===== config.mk =====
export PLATFORM = sky130hd
export DESIGN_NAME = gyrs_regs
export DESIGN_NICKNAME = d
export VERILOG_FILES = /design/src/common/gyrs_pkg.sv /design/src/verilog/gyrs_cfg_reg.sv /design/src/verilog/gyrs_soft_reset.sv /design/src/verilog/gyrs_regs.sv
export VERILOG_INCLUDE_DIRS = /design/src /design/src/common
export SDC_FILE = /design/constraint.sdc
export NUM_CORES = 1
export LEC_CHECK = 0
export BUFFER_PORTS_ARGS = -buffer_cell sky130_fd_sc_hd__buf_2
export CORE_MARGIN = 4
export CORE_UTILIZATION = 45
export DETAILED_ROUTE_END_ITERATION = 10
export PLACE_DENSITY = 0.7
export SYNTH_ARGS = -nofsm -noshare
export SYNTH_HDL_FRONTEND = slang
export SYNTH_SLANG_ARGS = --single-unit

===== constraint.sdc =====
create_clock -name clk_in -period 2 [get_ports clk_in]
set_input_delay 0.1 -clock clk_in [delete_from_list [all_inputs] [get_ports clk_in]]
set_output_delay 0.1 -clock clk_in [all_outputs]
set_load 0.03 [all_outputs]

===== src/common/gyrs_cfg.svh =====
`ifndef GYRS_CFG_SVH
`define GYRS_CFG_SVH

// register offsets
`define GYRS_RO_LAST 6'h0E
`define GYRS_SOFT_RESET_ADDR 6'h14
`define GYRS_LATCH_CTRL_ADDR 6'h21
`define GYRS_HI_RATE_CFG_Y 6'h24
`define GYRS_HI_RATE_HOLD_Y 6'h25
`define GYRS_HI_RATE_CFG_Z 6'h26
`define GYRS_HI_RATE_HOLD_Z 6'h27
`define GYRS_RSVD_28 6'h28
`define GYRS_RSVD_29 6'h29
`define GYRS_RSVD_2A 6'h2A
`define GYRS_RSVD_2B 6'h2B
`define GYRS_RSVD_2D 6'h2D
`define GYRS_RSVD_2E 6'h2E
`define GYRS_RSVD_2F 6'h2F
`define GYRS_RSVD_30 6'h30
`define GYRS_SLOW_COMP_CFG 6'h31
`define GYRS_FAST_COMP_CFG 6'h32
`define GYRS_NONVOLATILE_CTRL 6'h33
`define GYRS_HOST_PORT_CFG 6'h34
`define GYRS_RSVD_35 6'h35
`define GYRS_COMP_LOW_BITS 6'h36
`define GYRS_COMP_X_HIGH 6'h37
`define GYRS_COMP_Y_HIGH 6'h38
`define GYRS_COMP_Z_HIGH 6'h39
`define GYRS_SCRATCH_LOW 6'h3A
`define GYRS_SCRATCH_HIGH 6'h3B
`define GYRS_SELF_TEST_STATUS 6'h3C
`define GYRS_QUEUE_LEVEL_CFG 6'h3D
`define GYRS_QUEUE_MODE_CFG 6'h3E
`define GYRS_QUEUE_READ_PORT 6'h3F

// reset values
`define GYRS_RST_HI_RATE_CFG 8'h02
`define GYRS_RST_HI_RATE_HOLD 8'h19
`define GYRS_RST_RSVD_28 8'h24
`define GYRS_RST_RSVD_29 8'h19
`define GYRS_RST_RSVD_2A 8'hE8
`define GYRS_RST_RSVD_2B 8'h42
`define GYRS_RST_RSVD_2D 8'h40
`define GYRS_RST_RSVD_2E 8'h81
`define GYRS_RST_RSVD_2F 8'hE0
`define GYRS_RST_RSVD_30 8'hE8
`define GYRS_RST_RSVD_35 8'h00
`define GYRS_RST_SLOW_COMP 8'h60
`define GYRS_RST_FAST_COMP 8'hC0
`define GYRS_RST_ZERO 8'h00
`define GYRS_RST_UNLISTED 8'h00

// field positions and masks
`define GYRS_LATCH_RESET_INT_BIT 7
`define GYRS_HOST_PORT_MASK 8'h3F
`define GYRS_QUEUE_MODE_MASK 8'hC3
`define GYRS_NVM_WRITABLE_MASK 8'h0B
`define GYRS_NVM_READY_BIT 2
`define GYRS_ST_TRIG_BIT 0
`define GYRS_ST_READY_BIT 1
`define GYRS_ST_FAIL_BIT 2
`define GYRS_ST_RATE_OK_BIT 4

// timing counts
`define GYRS_SOFT_RESET_CODE 8'hB6
`define GYRS_SOFT_RESET_NS 100
`define GYRS_SOFT_RESET_CYC ((`GYRS_SOFT_RESET_NS + 3) / 4)

`endif


===== src/common/gyrs_pkg.sv =====
package gyrs_pkg;

   // one host register access
   typedef struct packed {
      logic rd;
      logic wr;
      logic [5:0] addr;
      logic [7:0] wdata;
   } gyrs_req_type;

   // soft reset sequencer states
   typedef enum logic [1:0] {
      GYRS_SR_IDLE = 2'b00,
      GYRS_SR_BUSY = 2'b01,
      GYRS_SR_DONE = 2'b10
   } gyrs_sr_state_type;

endpackage


===== src/verilog/gyrs_cfg_reg.sv =====
`timescale 1ns/1ps
`default_nettype none
`include "gyrs_cfg.svh"

// one writable byte with its own default and writable-bit mask
module gyrs_cfg_reg #(
   parameter logic [5:0] ADDR = 6'h00,
   parameter logic [7:0] RST = 8'h00,
   parameter logic [7:0] MASK = 8'hFF
) (
   // clock and reset
   input wire logic clk_in,
   input wire logic rst_n_in,
   input wire logic soft_rst_in,
   // write port
   input wire logic wr_in,
   input wire logic [5:0] addr_in,
   input wire logic [7:0] wdata_in,
   // contents
   output logic [7:0] value_out
);
   logic [7:0] value_q;

   // masked bits keep their state, so reserved writes are dropped
   always_ff @(posedge clk_in or negedge rst_n_in) begin
      if (!rst_n_in) begin
         value_q <= RST;
      end else if (soft_rst_in) begin
         value_q <= RST;
      end else if (wr_in && addr_in == ADDR) begin
         value_q <= (wdata_in & MASK) | (value_q & ~MASK);
      end
   end

   assign value_out = value_q;
endmodule
`default_nettype wire


===== src/verilog/gyrs_soft_reset.sv =====
`timescale 1ns/1ps
`default_nettype none
`include "gyrs_cfg.svh"

// soft reset launcher: a write of the reset code starts a timed sequence
module gyrs_soft_reset (
   // clock and reset
   input wire logic clk_in,
   input wire logic rst_n_in,
   // launch
   input wire logic launch_in,
   // status
   output logic reset_out,
   output logic busy_out
);
   localparam int CYC = (`GYRS_SOFT_RESET_CYC < 1) ? 1 : `GYRS_SOFT_RESET_CYC;
   gyrs_pkg::gyrs_sr_state_type state_q;
   logic [7:0] cnt_q;

   // hold internal reset for a fixed count, then release
   always_ff @(posedge clk_in or negedge rst_n_in) begin
      if (!rst_n_in) begin
         state_q <= gyrs_pkg::GYRS_SR_IDLE;
         cnt_q <= 8'h00;
      end else begin
         case (state_q)
            gyrs_pkg::GYRS_SR_IDLE: begin
               if (launch_in) begin
                  state_q <= gyrs_pkg::GYRS_SR_BUSY;
                  cnt_q <= 8'(CYC - 1);
               end
            end
            gyrs_pkg::GYRS_SR_BUSY: begin
               if (cnt_q == 8'h00) begin
                  state_q <= gyrs_pkg::GYRS_SR_DONE;
               end else begin
                  cnt_q <= cnt_q - 8'h01;
               end
            end
            gyrs_pkg::GYRS_SR_DONE: begin
               state_q <= gyrs_pkg::GYRS_SR_IDLE;
            end
            default: begin
               state_q <= gyrs_pkg::GYRS_SR_IDLE;
            end
         endcase
      end
   end

   assign reset_out = (state_q == gyrs_pkg::GYRS_SR_BUSY);
   assign busy_out = (state_q != gyrs_pkg::GYRS_SR_IDLE);
endmodule
`default_nettype wire


===== src/verilog/gyrs_regs.sv =====
`timescale 1ns/1ps
`default_nettype none
`include "gyrs_cfg.svh"

// Summary of operation
// every register is one byte; host only reads and writes registers
// one decoded space of 64 byte addresses, 0x00 to queue_read_port
// writes to reserved bits leave state and behaviour unchanged
// reserved bits read with no guaranteed value; here partly reserved registers read them as zero, fully reserved addresses read their defaults
// host should leave fully reserved addresses alone
// host should mask reserved bits of partly reserved registers
// addresses 0x00 to 0x0E are read-only; writes are dropped
// interrupt-reset bit and soft-reset register launch internal sequences
// sequence-launching bits are write-only and read back zero
// after power-on or soft reset, listed defaults hold until written
module gyrs_regs (
   // clock and reset
   input wire logic clk_in,
   input wire logic rst_n_in,
   // host register access
   input wire gyrs_pkg::gyrs_req_type req_in,
   output logic [7:0] rdata_out,
   output logic rvalid_out,
   // status from the sensing core
   input wire logic [7:0] lower_rdata_in,
   input wire logic [7:0] queue_data_in,
   input wire logic st_ready_in,
   input wire logic st_fail_in,
   input wire logic rate_ok_in,
   input wire logic nvm_ready_in,
   // configuration to the sensing core
   output logic [7:0] hi_rate_cfg_y_out,
   output logic [7:0] hi_rate_hold_y_out,
   output logic [7:0] hi_rate_cfg_z_out,
   output logic [7:0] hi_rate_hold_z_out,
   output logic [7:0] slow_comp_cfg_out,
   output logic [7:0] fast_comp_cfg_out,
   output logic [7:0] host_port_cfg_out,
   output logic [7:0] queue_level_cfg_out,
   output logic [7:0] queue_mode_cfg_out,
   output logic [35:0] comp_value_out,
   output logic [11:0] scratch_value_out,
   // sequence launches
   output logic int_reset_out,
   output logic nvm_prog_out,
   output logic st_start_out,
   output logic queue_pop_out,
   output logic soft_reset_out
);
   logic wr_ok;
   logic soft_rst;
   logic sr_busy;
   logic sr_launch;
   logic [7:0] rdata_d;
   logic [7:0] rdata_q;
   logic rvalid_q;
   logic int_reset_q;
   logic nvm_prog_q;
   logic st_start_q;
   logic queue_pop_q;
   logic [7:0] nvm_ctrl_q;
   logic [7:0] comp_low_q;
   logic [7:0] comp_x_q;
   logic [7:0] comp_y_q;
   logic [7:0] comp_z_q;
   logic [7:0] scr_low_q;
   logic [7:0] scr_high_q;
   logic [7:0] rsvd_val [0:8];

   // read-only window refuses writes; soft reset sequence also blocks them
   assign wr_ok = req_in.wr && (req_in.addr > `GYRS_RO_LAST) && !sr_busy;

   // soft reset launches only on the documented code, never stored
   assign sr_launch = wr_ok && req_in.addr == `GYRS_SOFT_RESET_ADDR
                      && req_in.wdata == `GYRS_SOFT_RESET_CODE;

   gyrs_soft_reset u_soft_reset (
      .clk_in(clk_in),
      .rst_n_in(rst_n_in),
      .launch_in(sr_launch),
      .reset_out(soft_rst),
      .busy_out(sr_busy)
   );

   // plain configuration registers, each with its listed default
   gyrs_cfg_reg #(.ADDR(`GYRS_HI_RATE_CFG_Y), .RST(`GYRS_RST_HI_RATE_CFG), .MASK(8'hFF)) u_cfg_y (
      .clk_in(clk_in), .rst_n_in(rst_n_in), .soft_rst_in(soft_rst),
      .wr_in(wr_ok), .addr_in(req_in.addr), .wdata_in(req_in.wdata),
      .value_out(hi_rate_cfg_y_out)
   );
   gyrs_cfg_reg #(.ADDR(`GYRS_HI_RATE_HOLD_Y), .RST(`GYRS_RST_HI_RATE_HOLD), .MASK(8'hFF)) u_hold_y (
      .clk_in(clk_in), .rst_n_in(rst_n_in), .soft_rst_in(soft_rst),
      .wr_in(wr_ok), .addr_in(req_in.addr), .wdata_in(req_in.wdata),
      .value_out(hi_rate_hold_y_out)
   );
   gyrs_cfg_reg #(.ADDR(`GYRS_HI_RATE_CFG_Z), .RST(`GYRS_RST_HI_RATE_CFG), .MASK(8'hFF)) u_cfg_z (
      .clk_in(clk_in), .rst_n_in(rst_n_in), .soft_rst_in(soft_rst),
      .wr_in(wr_ok), .addr_in(req_in.addr), .wdata_in(req_in.wdata),
      .value_out(hi_rate_cfg_z_out)
   );
   gyrs_cfg_reg #(.ADDR(`GYRS_HI_RATE_HOLD_Z), .RST(`GYRS_RST_HI_RATE_HOLD), .MASK(8'hFF)) u_hold_z (
      .clk_in(clk_in), .rst_n_in(rst_n_in), .soft_rst_in(soft_rst),
      .wr_in(wr_ok), .addr_in(req_in.addr), .wdata_in(req_in.wdata),
      .value_out(hi_rate_hold_z_out)
   );
   gyrs_cfg_reg #(.ADDR(`GYRS_SLOW_COMP_CFG), .RST(`GYRS_RST_SLOW_COMP), .MASK(8'hFF)) u_slow (
      .clk_in(clk_in), .rst_n_in(rst_n_in), .soft_rst_in(soft_rst),
      .wr_in(wr_ok), .addr_in(req_in.addr), .wdata_in(req_in.wdata),
      .value_out(slow_comp_cfg_out)
   );
   gyrs_cfg_reg #(.ADDR(`GYRS_FAST_COMP_CFG), .RST(`GYRS_RST_FAST_COMP), .MASK(8'hFF)) u_fast (
      .clk_in(clk_in), .rst_n_in(rst_n_in), .soft_rst_in(soft_rst),
      .wr_in(wr_ok), .addr_in(req_in.addr), .wdata_in(req_in.wdata),
      .value_out(fast_comp_cfg_out)
   );
   gyrs_cfg_reg #(.ADDR(`GYRS_HOST_PORT_CFG), .RST(`GYRS_RST_ZERO),
                  .MASK(`GYRS_HOST_PORT_MASK)) u_port (
      .clk_in(clk_in), .rst_n_in(rst_n_in), .soft_rst_in(soft_rst),
      .wr_in(wr_ok), .addr_in(req_in.addr), .wdata_in(req_in.wdata),
      .value_out(host_port_cfg_out)
   );
   gyrs_cfg_reg #(.ADDR(`GYRS_QUEUE_LEVEL_CFG), .RST(`GYRS_RST_ZERO), .MASK(8'hFF)) u_qlvl (
      .clk_in(clk_in), .rst_n_in(rst_n_in), .soft_rst_in(soft_rst),
      .wr_in(wr_ok), .addr_in(req_in.addr), .wdata_in(req_in.wdata),
      .value_out(queue_level_cfg_out)
   );
   gyrs_cfg_reg #(.ADDR(`GYRS_QUEUE_MODE_CFG), .RST(`GYRS_RST_ZERO),
                  .MASK(`GYRS_QUEUE_MODE_MASK)) u_qmode (
      .clk_in(clk_in), .rst_n_in(rst_n_in), .soft_rst_in(soft_rst),
      .wr_in(wr_ok), .addr_in(req_in.addr), .wdata_in(req_in.wdata),
      .value_out(queue_mode_cfg_out)
   );

   // fully reserved bytes keep their defaults; writes never land
   assign rsvd_val[0] = `GYRS_RST_RSVD_28;
   assign rsvd_val[1] = `GYRS_RST_RSVD_29;
   assign rsvd_val[2] = `GYRS_RST_RSVD_2A;
   assign rsvd_val[3] = `GYRS_RST_RSVD_2B;
   assign rsvd_val[4] = `GYRS_RST_RSVD_2D;
   assign rsvd_val[5] = `GYRS_RST_RSVD_2E;
   assign rsvd_val[6] = `GYRS_RST_RSVD_2F;
   assign rsvd_val[7] = `GYRS_RST_RSVD_30;
   assign rsvd_val[8] = `GYRS_RST_RSVD_35;

   // nonvolatile control: the program trigger bit is a one-shot
   always_ff @(posedge clk_in or negedge rst_n_in) begin
      if (!rst_n_in) begin
         nvm_ctrl_q <= `GYRS_RST_ZERO;
         nvm_prog_q <= 1'b0;
      end else if (soft_rst) begin
         nvm_ctrl_q <= `GYRS_RST_ZERO;
         nvm_prog_q <= 1'b0;
      end else begin
         nvm_prog_q <= wr_ok && req_in.addr == `GYRS_NONVOLATILE_CTRL
                       && req_in.wdata[1];
         if (wr_ok && req_in.addr == `GYRS_NONVOLATILE_CTRL) begin
            nvm_ctrl_q <= req_in.wdata & `GYRS_NVM_WRITABLE_MASK & 8'hFD;
         end
      end
   end

   // compensation and scratch bytes have no listed default; cleared at power-on, kept through soft reset
   always_ff @(posedge clk_in or negedge rst_n_in) begin
      if (!rst_n_in) begin
         comp_low_q <= `GYRS_RST_UNLISTED;
         comp_x_q <= `GYRS_RST_UNLISTED;
         comp_y_q <= `GYRS_RST_UNLISTED;
         comp_z_q <= `GYRS_RST_UNLISTED;
         scr_low_q <= `GYRS_RST_UNLISTED;
         scr_high_q <= `GYRS_RST_UNLISTED;
      end else if (wr_ok) begin
         case (req_in.addr)
            `GYRS_COMP_LOW_BITS: comp_low_q <= req_in.wdata;
            `GYRS_COMP_X_HIGH: comp_x_q <= req_in.wdata;
            `GYRS_COMP_Y_HIGH: comp_y_q <= req_in.wdata;
            `GYRS_COMP_Z_HIGH: comp_z_q <= req_in.wdata;
            `GYRS_SCRATCH_LOW: scr_low_q <= req_in.wdata;
            `GYRS_SCRATCH_HIGH: scr_high_q <= req_in.wdata;
            default: begin
            end
         endcase
      end
   end

   // one-shot launches: interrupt reset, self-test start, queue pop
   always_ff @(posedge clk_in or negedge rst_n_in) begin
      if (!rst_n_in) begin
         int_reset_q <= 1'b0;
         st_start_q <= 1'b0;
         queue_pop_q <= 1'b0;
      end else begin
         int_reset_q <= wr_ok && req_in.addr == `GYRS_LATCH_CTRL_ADDR
                        && req_in.wdata[`GYRS_LATCH_RESET_INT_BIT];
         st_start_q <= wr_ok && req_in.addr == `GYRS_SELF_TEST_STATUS
                       && req_in.wdata[`GYRS_ST_TRIG_BIT];
         queue_pop_q <= req_in.rd && !req_in.wr && !sr_busy
                        && req_in.addr == `GYRS_QUEUE_READ_PORT;
      end
   end

   // read mux; launch bits and unused reserved bits read as zero
   always_comb begin
      rdata_d = 8'h00;
      if (req_in.addr <= `GYRS_RO_LAST) begin
         rdata_d = lower_rdata_in;
      end else begin
         case (req_in.addr)
            `GYRS_SOFT_RESET_ADDR: rdata_d = 8'h00;
            `GYRS_HI_RATE_CFG_Y: rdata_d = hi_rate_cfg_y_out;
            `GYRS_HI_RATE_HOLD_Y: rdata_d = hi_rate_hold_y_out;
            `GYRS_HI_RATE_CFG_Z: rdata_d = hi_rate_cfg_z_out;
            `GYRS_HI_RATE_HOLD_Z: rdata_d = hi_rate_hold_z_out;
            `GYRS_RSVD_28: rdata_d = rsvd_val[0];
            `GYRS_RSVD_29: rdata_d = rsvd_val[1];
            `GYRS_RSVD_2A: rdata_d = rsvd_val[2];
            `GYRS_RSVD_2B: rdata_d = rsvd_val[3];
            `GYRS_RSVD_2D: rdata_d = rsvd_val[4];
            `GYRS_RSVD_2E: rdata_d = rsvd_val[5];
            `GYRS_RSVD_2F: rdata_d = rsvd_val[6];
            `GYRS_RSVD_30: rdata_d = rsvd_val[7];
            `GYRS_SLOW_COMP_CFG: rdata_d = slow_comp_cfg_out;
            `GYRS_FAST_COMP_CFG: rdata_d = fast_comp_cfg_out;
            `GYRS_NONVOLATILE_CTRL: begin
               rdata_d = nvm_ctrl_q;
               rdata_d[`GYRS_NVM_READY_BIT] = nvm_ready_in;
            end
            `GYRS_HOST_PORT_CFG: rdata_d = host_port_cfg_out;
            `GYRS_RSVD_35: rdata_d = rsvd_val[8];
            `GYRS_COMP_LOW_BITS: rdata_d = comp_low_q;
            `GYRS_COMP_X_HIGH: rdata_d = comp_x_q;
            `GYRS_COMP_Y_HIGH: rdata_d = comp_y_q;
            `GYRS_COMP_Z_HIGH: rdata_d = comp_z_q;
            `GYRS_SCRATCH_LOW: rdata_d = scr_low_q;
            `GYRS_SCRATCH_HIGH: rdata_d = scr_high_q;
            `GYRS_SELF_TEST_STATUS: begin
               rdata_d[`GYRS_ST_READY_BIT] = st_ready_in;
               rdata_d[`GYRS_ST_FAIL_BIT] = st_fail_in;
               rdata_d[`GYRS_ST_RATE_OK_BIT] = rate_ok_in;
            end
            `GYRS_QUEUE_LEVEL_CFG: rdata_d = queue_level_cfg_out;
            `GYRS_QUEUE_MODE_CFG: rdata_d = queue_mode_cfg_out;
            `GYRS_QUEUE_READ_PORT: rdata_d = queue_data_in;
            default: rdata_d = 8'h00;
         endcase
      end
   end

   // registered read answer, one cycle after the request
   always_ff @(posedge clk_in or negedge rst_n_in) begin
      if (!rst_n_in) begin
         rdata_q <= 8'h00;
         rvalid_q <= 1'b0;
      end else begin
         rvalid_q <= req_in.rd && !req_in.wr;
         if (req_in.rd && !req_in.wr) begin
            rdata_q <= rdata_d;
         end
      end
   end

   // offsets: 12 bits per axis, low bits packed in the shared comp_low_q and scr_low_q bytes
   assign comp_value_out = {comp_x_q, comp_low_q[7:6], scr_low_q[3:2],
                            comp_y_q, comp_low_q[5:3], scr_low_q[1],
                            comp_z_q, comp_low_q[2:0], scr_low_q[0]};
   assign scratch_value_out = {scr_high_q, scr_low_q[7:4]};
   assign rdata_out = rdata_q;
   assign rvalid_out = rvalid_q;
   assign int_reset_out = int_reset_q;
   assign nvm_prog_out = nvm_prog_q;
   assign st_start_out = st_start_q;
   assign queue_pop_out = queue_pop_q;
   assign soft_reset_out = soft_rst;
endmodule
`default_nettype wire


==> run metrics <==
Clock power frac 0.483; CP Max Fanout 8; Detail Route Antenna Nets 0; RSZ-0062 raised after global routing false; Reg power frac 0.431; critical path arrival between 2 and 2.5 ns; drt pass-1 iters 6; DIE HEIGHT ~130 um; most common cell after layout, fill and taps aside buf_2; fillcell total about 1300; synthesized area 7110 um2; Synth Area per Inst 10.1 um2; vias in the first global route 6723; CP Launch Type flip-flop; die area about 18000 um2; Synth Instances about 700; commonest cells after routing, fill and taps aside 164 x buf_2, 127 x dfrtp_1, 86 x nand2_1, 65 x nor2_1, 53 x mux2_2; switching pwr between 1.5 and 2 mW; row cnt 45; TritonCTS clock tree built; area delta synth->final 28.4%; Diodes inserted 0; Final Instance Area about 9000 um2; Clock Skew 0.00532 ns; reg-to-reg startpoint u_soft_reset.state_q[1]; worst skew pair latency roughly 0.42 ns; DR WL/cell approximately 24 um; largest net degree at the start of global routing 58; Setup crit end kind flip-flop; HPWL after detailed placement roughly 20 mm; initial antenna violation count 0; io pins 172; clk buf depth 2; placed cell count roughly 1100; drt initial violations 730; Switching Share 0.247; Post-CTS Hold Fix Bufs 1; register bit total from synthesis between 100 and 150; Worst Hold Path EP rdata_out[6]; yosys warns 0; clk sinks about 140; routability cong. between 0.9 and 1; leakage 4.30 nW; post-route minimum period ~1.9 ns; area post-placement 8530 um2; nets around 930; R2R cell count 5; DRT Wirelength about 26 mm; r2r endpoint comp_x_q[2]; drt drc 0; status finished clean; Slew @ Worst Pin between 0.7 and 0.8 ns; Most used DFF post-synth dfrtp_1; Worst Path Required 2.30 ns; post-CTS sizing 0; Core ar. 15400 um2; Final Slew Violations 0; Finished Layout Cells 1117; hold crit path type in -> reg; Root Buffer clkbuf_16; Period Utilization, post-route 0.954; initial core utilization 0.463; Max-slew headroom 0.483; Internal 5.00 mW; Setup CP Type reg -> reg; Final Hold Viols 0; drt via density ~6; Final setup viols 0; routed vias ~6700; Hold Path Origin lower_rdata_in[6]; Seq/Total Area, Yosys 0.491; Die X 134 um; overall routing resource usage 0.299; Post-synth EDFFs 0; first-pass GRT wire length 40.3 mm; FF-to-FF setup slack between 0.09 and 0.1 ns; Netlist cell types 65; Highest Clock Rate around 0.52 GHz; Port Buf Inserts roughly 170; Comb power frac 0.086; Hold Path Depth 3; H-tree depth 4; CTS Buf Count 17; clock-pin slew on the worst setup and hold paths 0.06 ns; Post-CTS Setup Bufs 0; pwr dens ~730 nW/um2; Peak VDD IR between 0.0005 and 0.0006 V; layout cell share with drive strength beyond 1 0.370; asr flop ratio synth 1.00; GR Overflow Total 0; Max Cap Violations 0
critical path: stages (launching register included):
cell      delay [ns]
dfrtp_1         0.39
nor3b_2         0.26
a21boi_2        0.27
buf_4           0.19
nand2_1         0.30
mux2_2          0.38
cells in the mapped netlist, types with 8 or more instances:
cell type,number,area (um2)
nor2_1,65,244
nor3_1,11,55.1
a22oi_1,22,165
clkbuf_1,28,105
mux2_2,53,597
dfrtp_1,127,3180
a21oi_1,35,175
buf_2,23,115
nand2_1,86,323
nand3_1,44,220
buf_4,8,60.1
o21ai_0,14,70.1
dfstp_2,12,315
mux2i_1,50,500
worst max path at each step:
stage	startpoint	to	slack, ns	cells past startpoint
after floorplan	u_soft_reset.state_q[1]	scr_high_q[1]	0.16	5
after global placement	req_in[12]	rdata_out[5]	-0.04	7
after detailed placement	req_in[12]	rdata_out[7]	-0.009	6
after CTS	u_soft_reset.state_q[1]	comp_x_q[2]	0.13	5
after global routing	u_soft_reset.state_q[1]	u_port.value_out[1]	0.008	6
final	u_soft_reset.state_q[1]	comp_x_q[2]	0.09	5
per-stage QoR:
step           setup slack (ns)   util  hold WS [ns]  power, mW  setup TNS [ns]
2_1_floorplan             0.162      -        -0.196       3.18               0
3_3_place_gp            -0.0367  0.555        0.0314       3.48         -0.0367
3_5_place_dp           -0.00936  0.555        0.0287       3.47        -0.00936
4_1_cts                   0.130  0.594       0.00114       6.66               0
5_1_grt                 0.00770  0.594        0.0392       6.83               0
6_report                 0.0917  0.594        0.0111       6.64               0
cells by family after synthesis:
group / after synthesis / share of synthesized area
simple gates: 266 / 0.185
flops: 139 / 0.491
compound gates: 116 / 0.111
mux: 105 / 0.157
buf+inv: 68 / 0.0443
xor+xnor: 6 / 0.00739
fa+ha+maj: 2 / 0.00352
other cells: 1 / 0.000527
flip-flops by register name, indices dropped and copies added (netlist names), 2 cells and up:
signal                cells
comp_x_q                  8
scr_high_q                8
u_soft_reset.cnt_q        8
u_hold_z.value_out        8
comp_y_q                  8
u_cfg_z.value_out         8
u_qlvl.value_out          8
u_soft_reset.state_q      2
comp_low_q                8
u_cfg_y.value_out         8
u_fast.value_out          8
scr_low_q                 8
nvm_ctrl_q                2
comp_z_q                  8
u_port.value_out          6
rdata_out                 8
u_hold_y.value_out        8
u_qmode.value_out         4
u_slow.value_out          8
routing by layer:
metal  track usage  wire [um]
met1         0.415      10900
met2         0.443      11900
met3        0.0714       2480
met4         0.142       1090
met5             0          0
final cells by class:
type                       count  area [um2]  share of cell area
inverter                       7        26.3             0.00288
tap                          211         264              0.0289
sequential                   139        3490               0.383
multi-input combinational    501        3330               0.365
clock buffer                  20         447              0.0489
clock inverter                12         146              0.0160
timing repair buffer         227        1430               0.156
power by group through the flow:
stage	clock network (mW)	logic [mW]	registers, mW
2_1_floorplan	0	0.221	2.96
3_3_place_gp	0	0.562	2.91
3_5_place_dp	0	0.557	2.91
4_1_cts	3.24	0.562	2.86
5_1_grt	3.36	0.601	2.87
6_report	3.21	0.569	2.87
(Power assumes the default switching activity.)
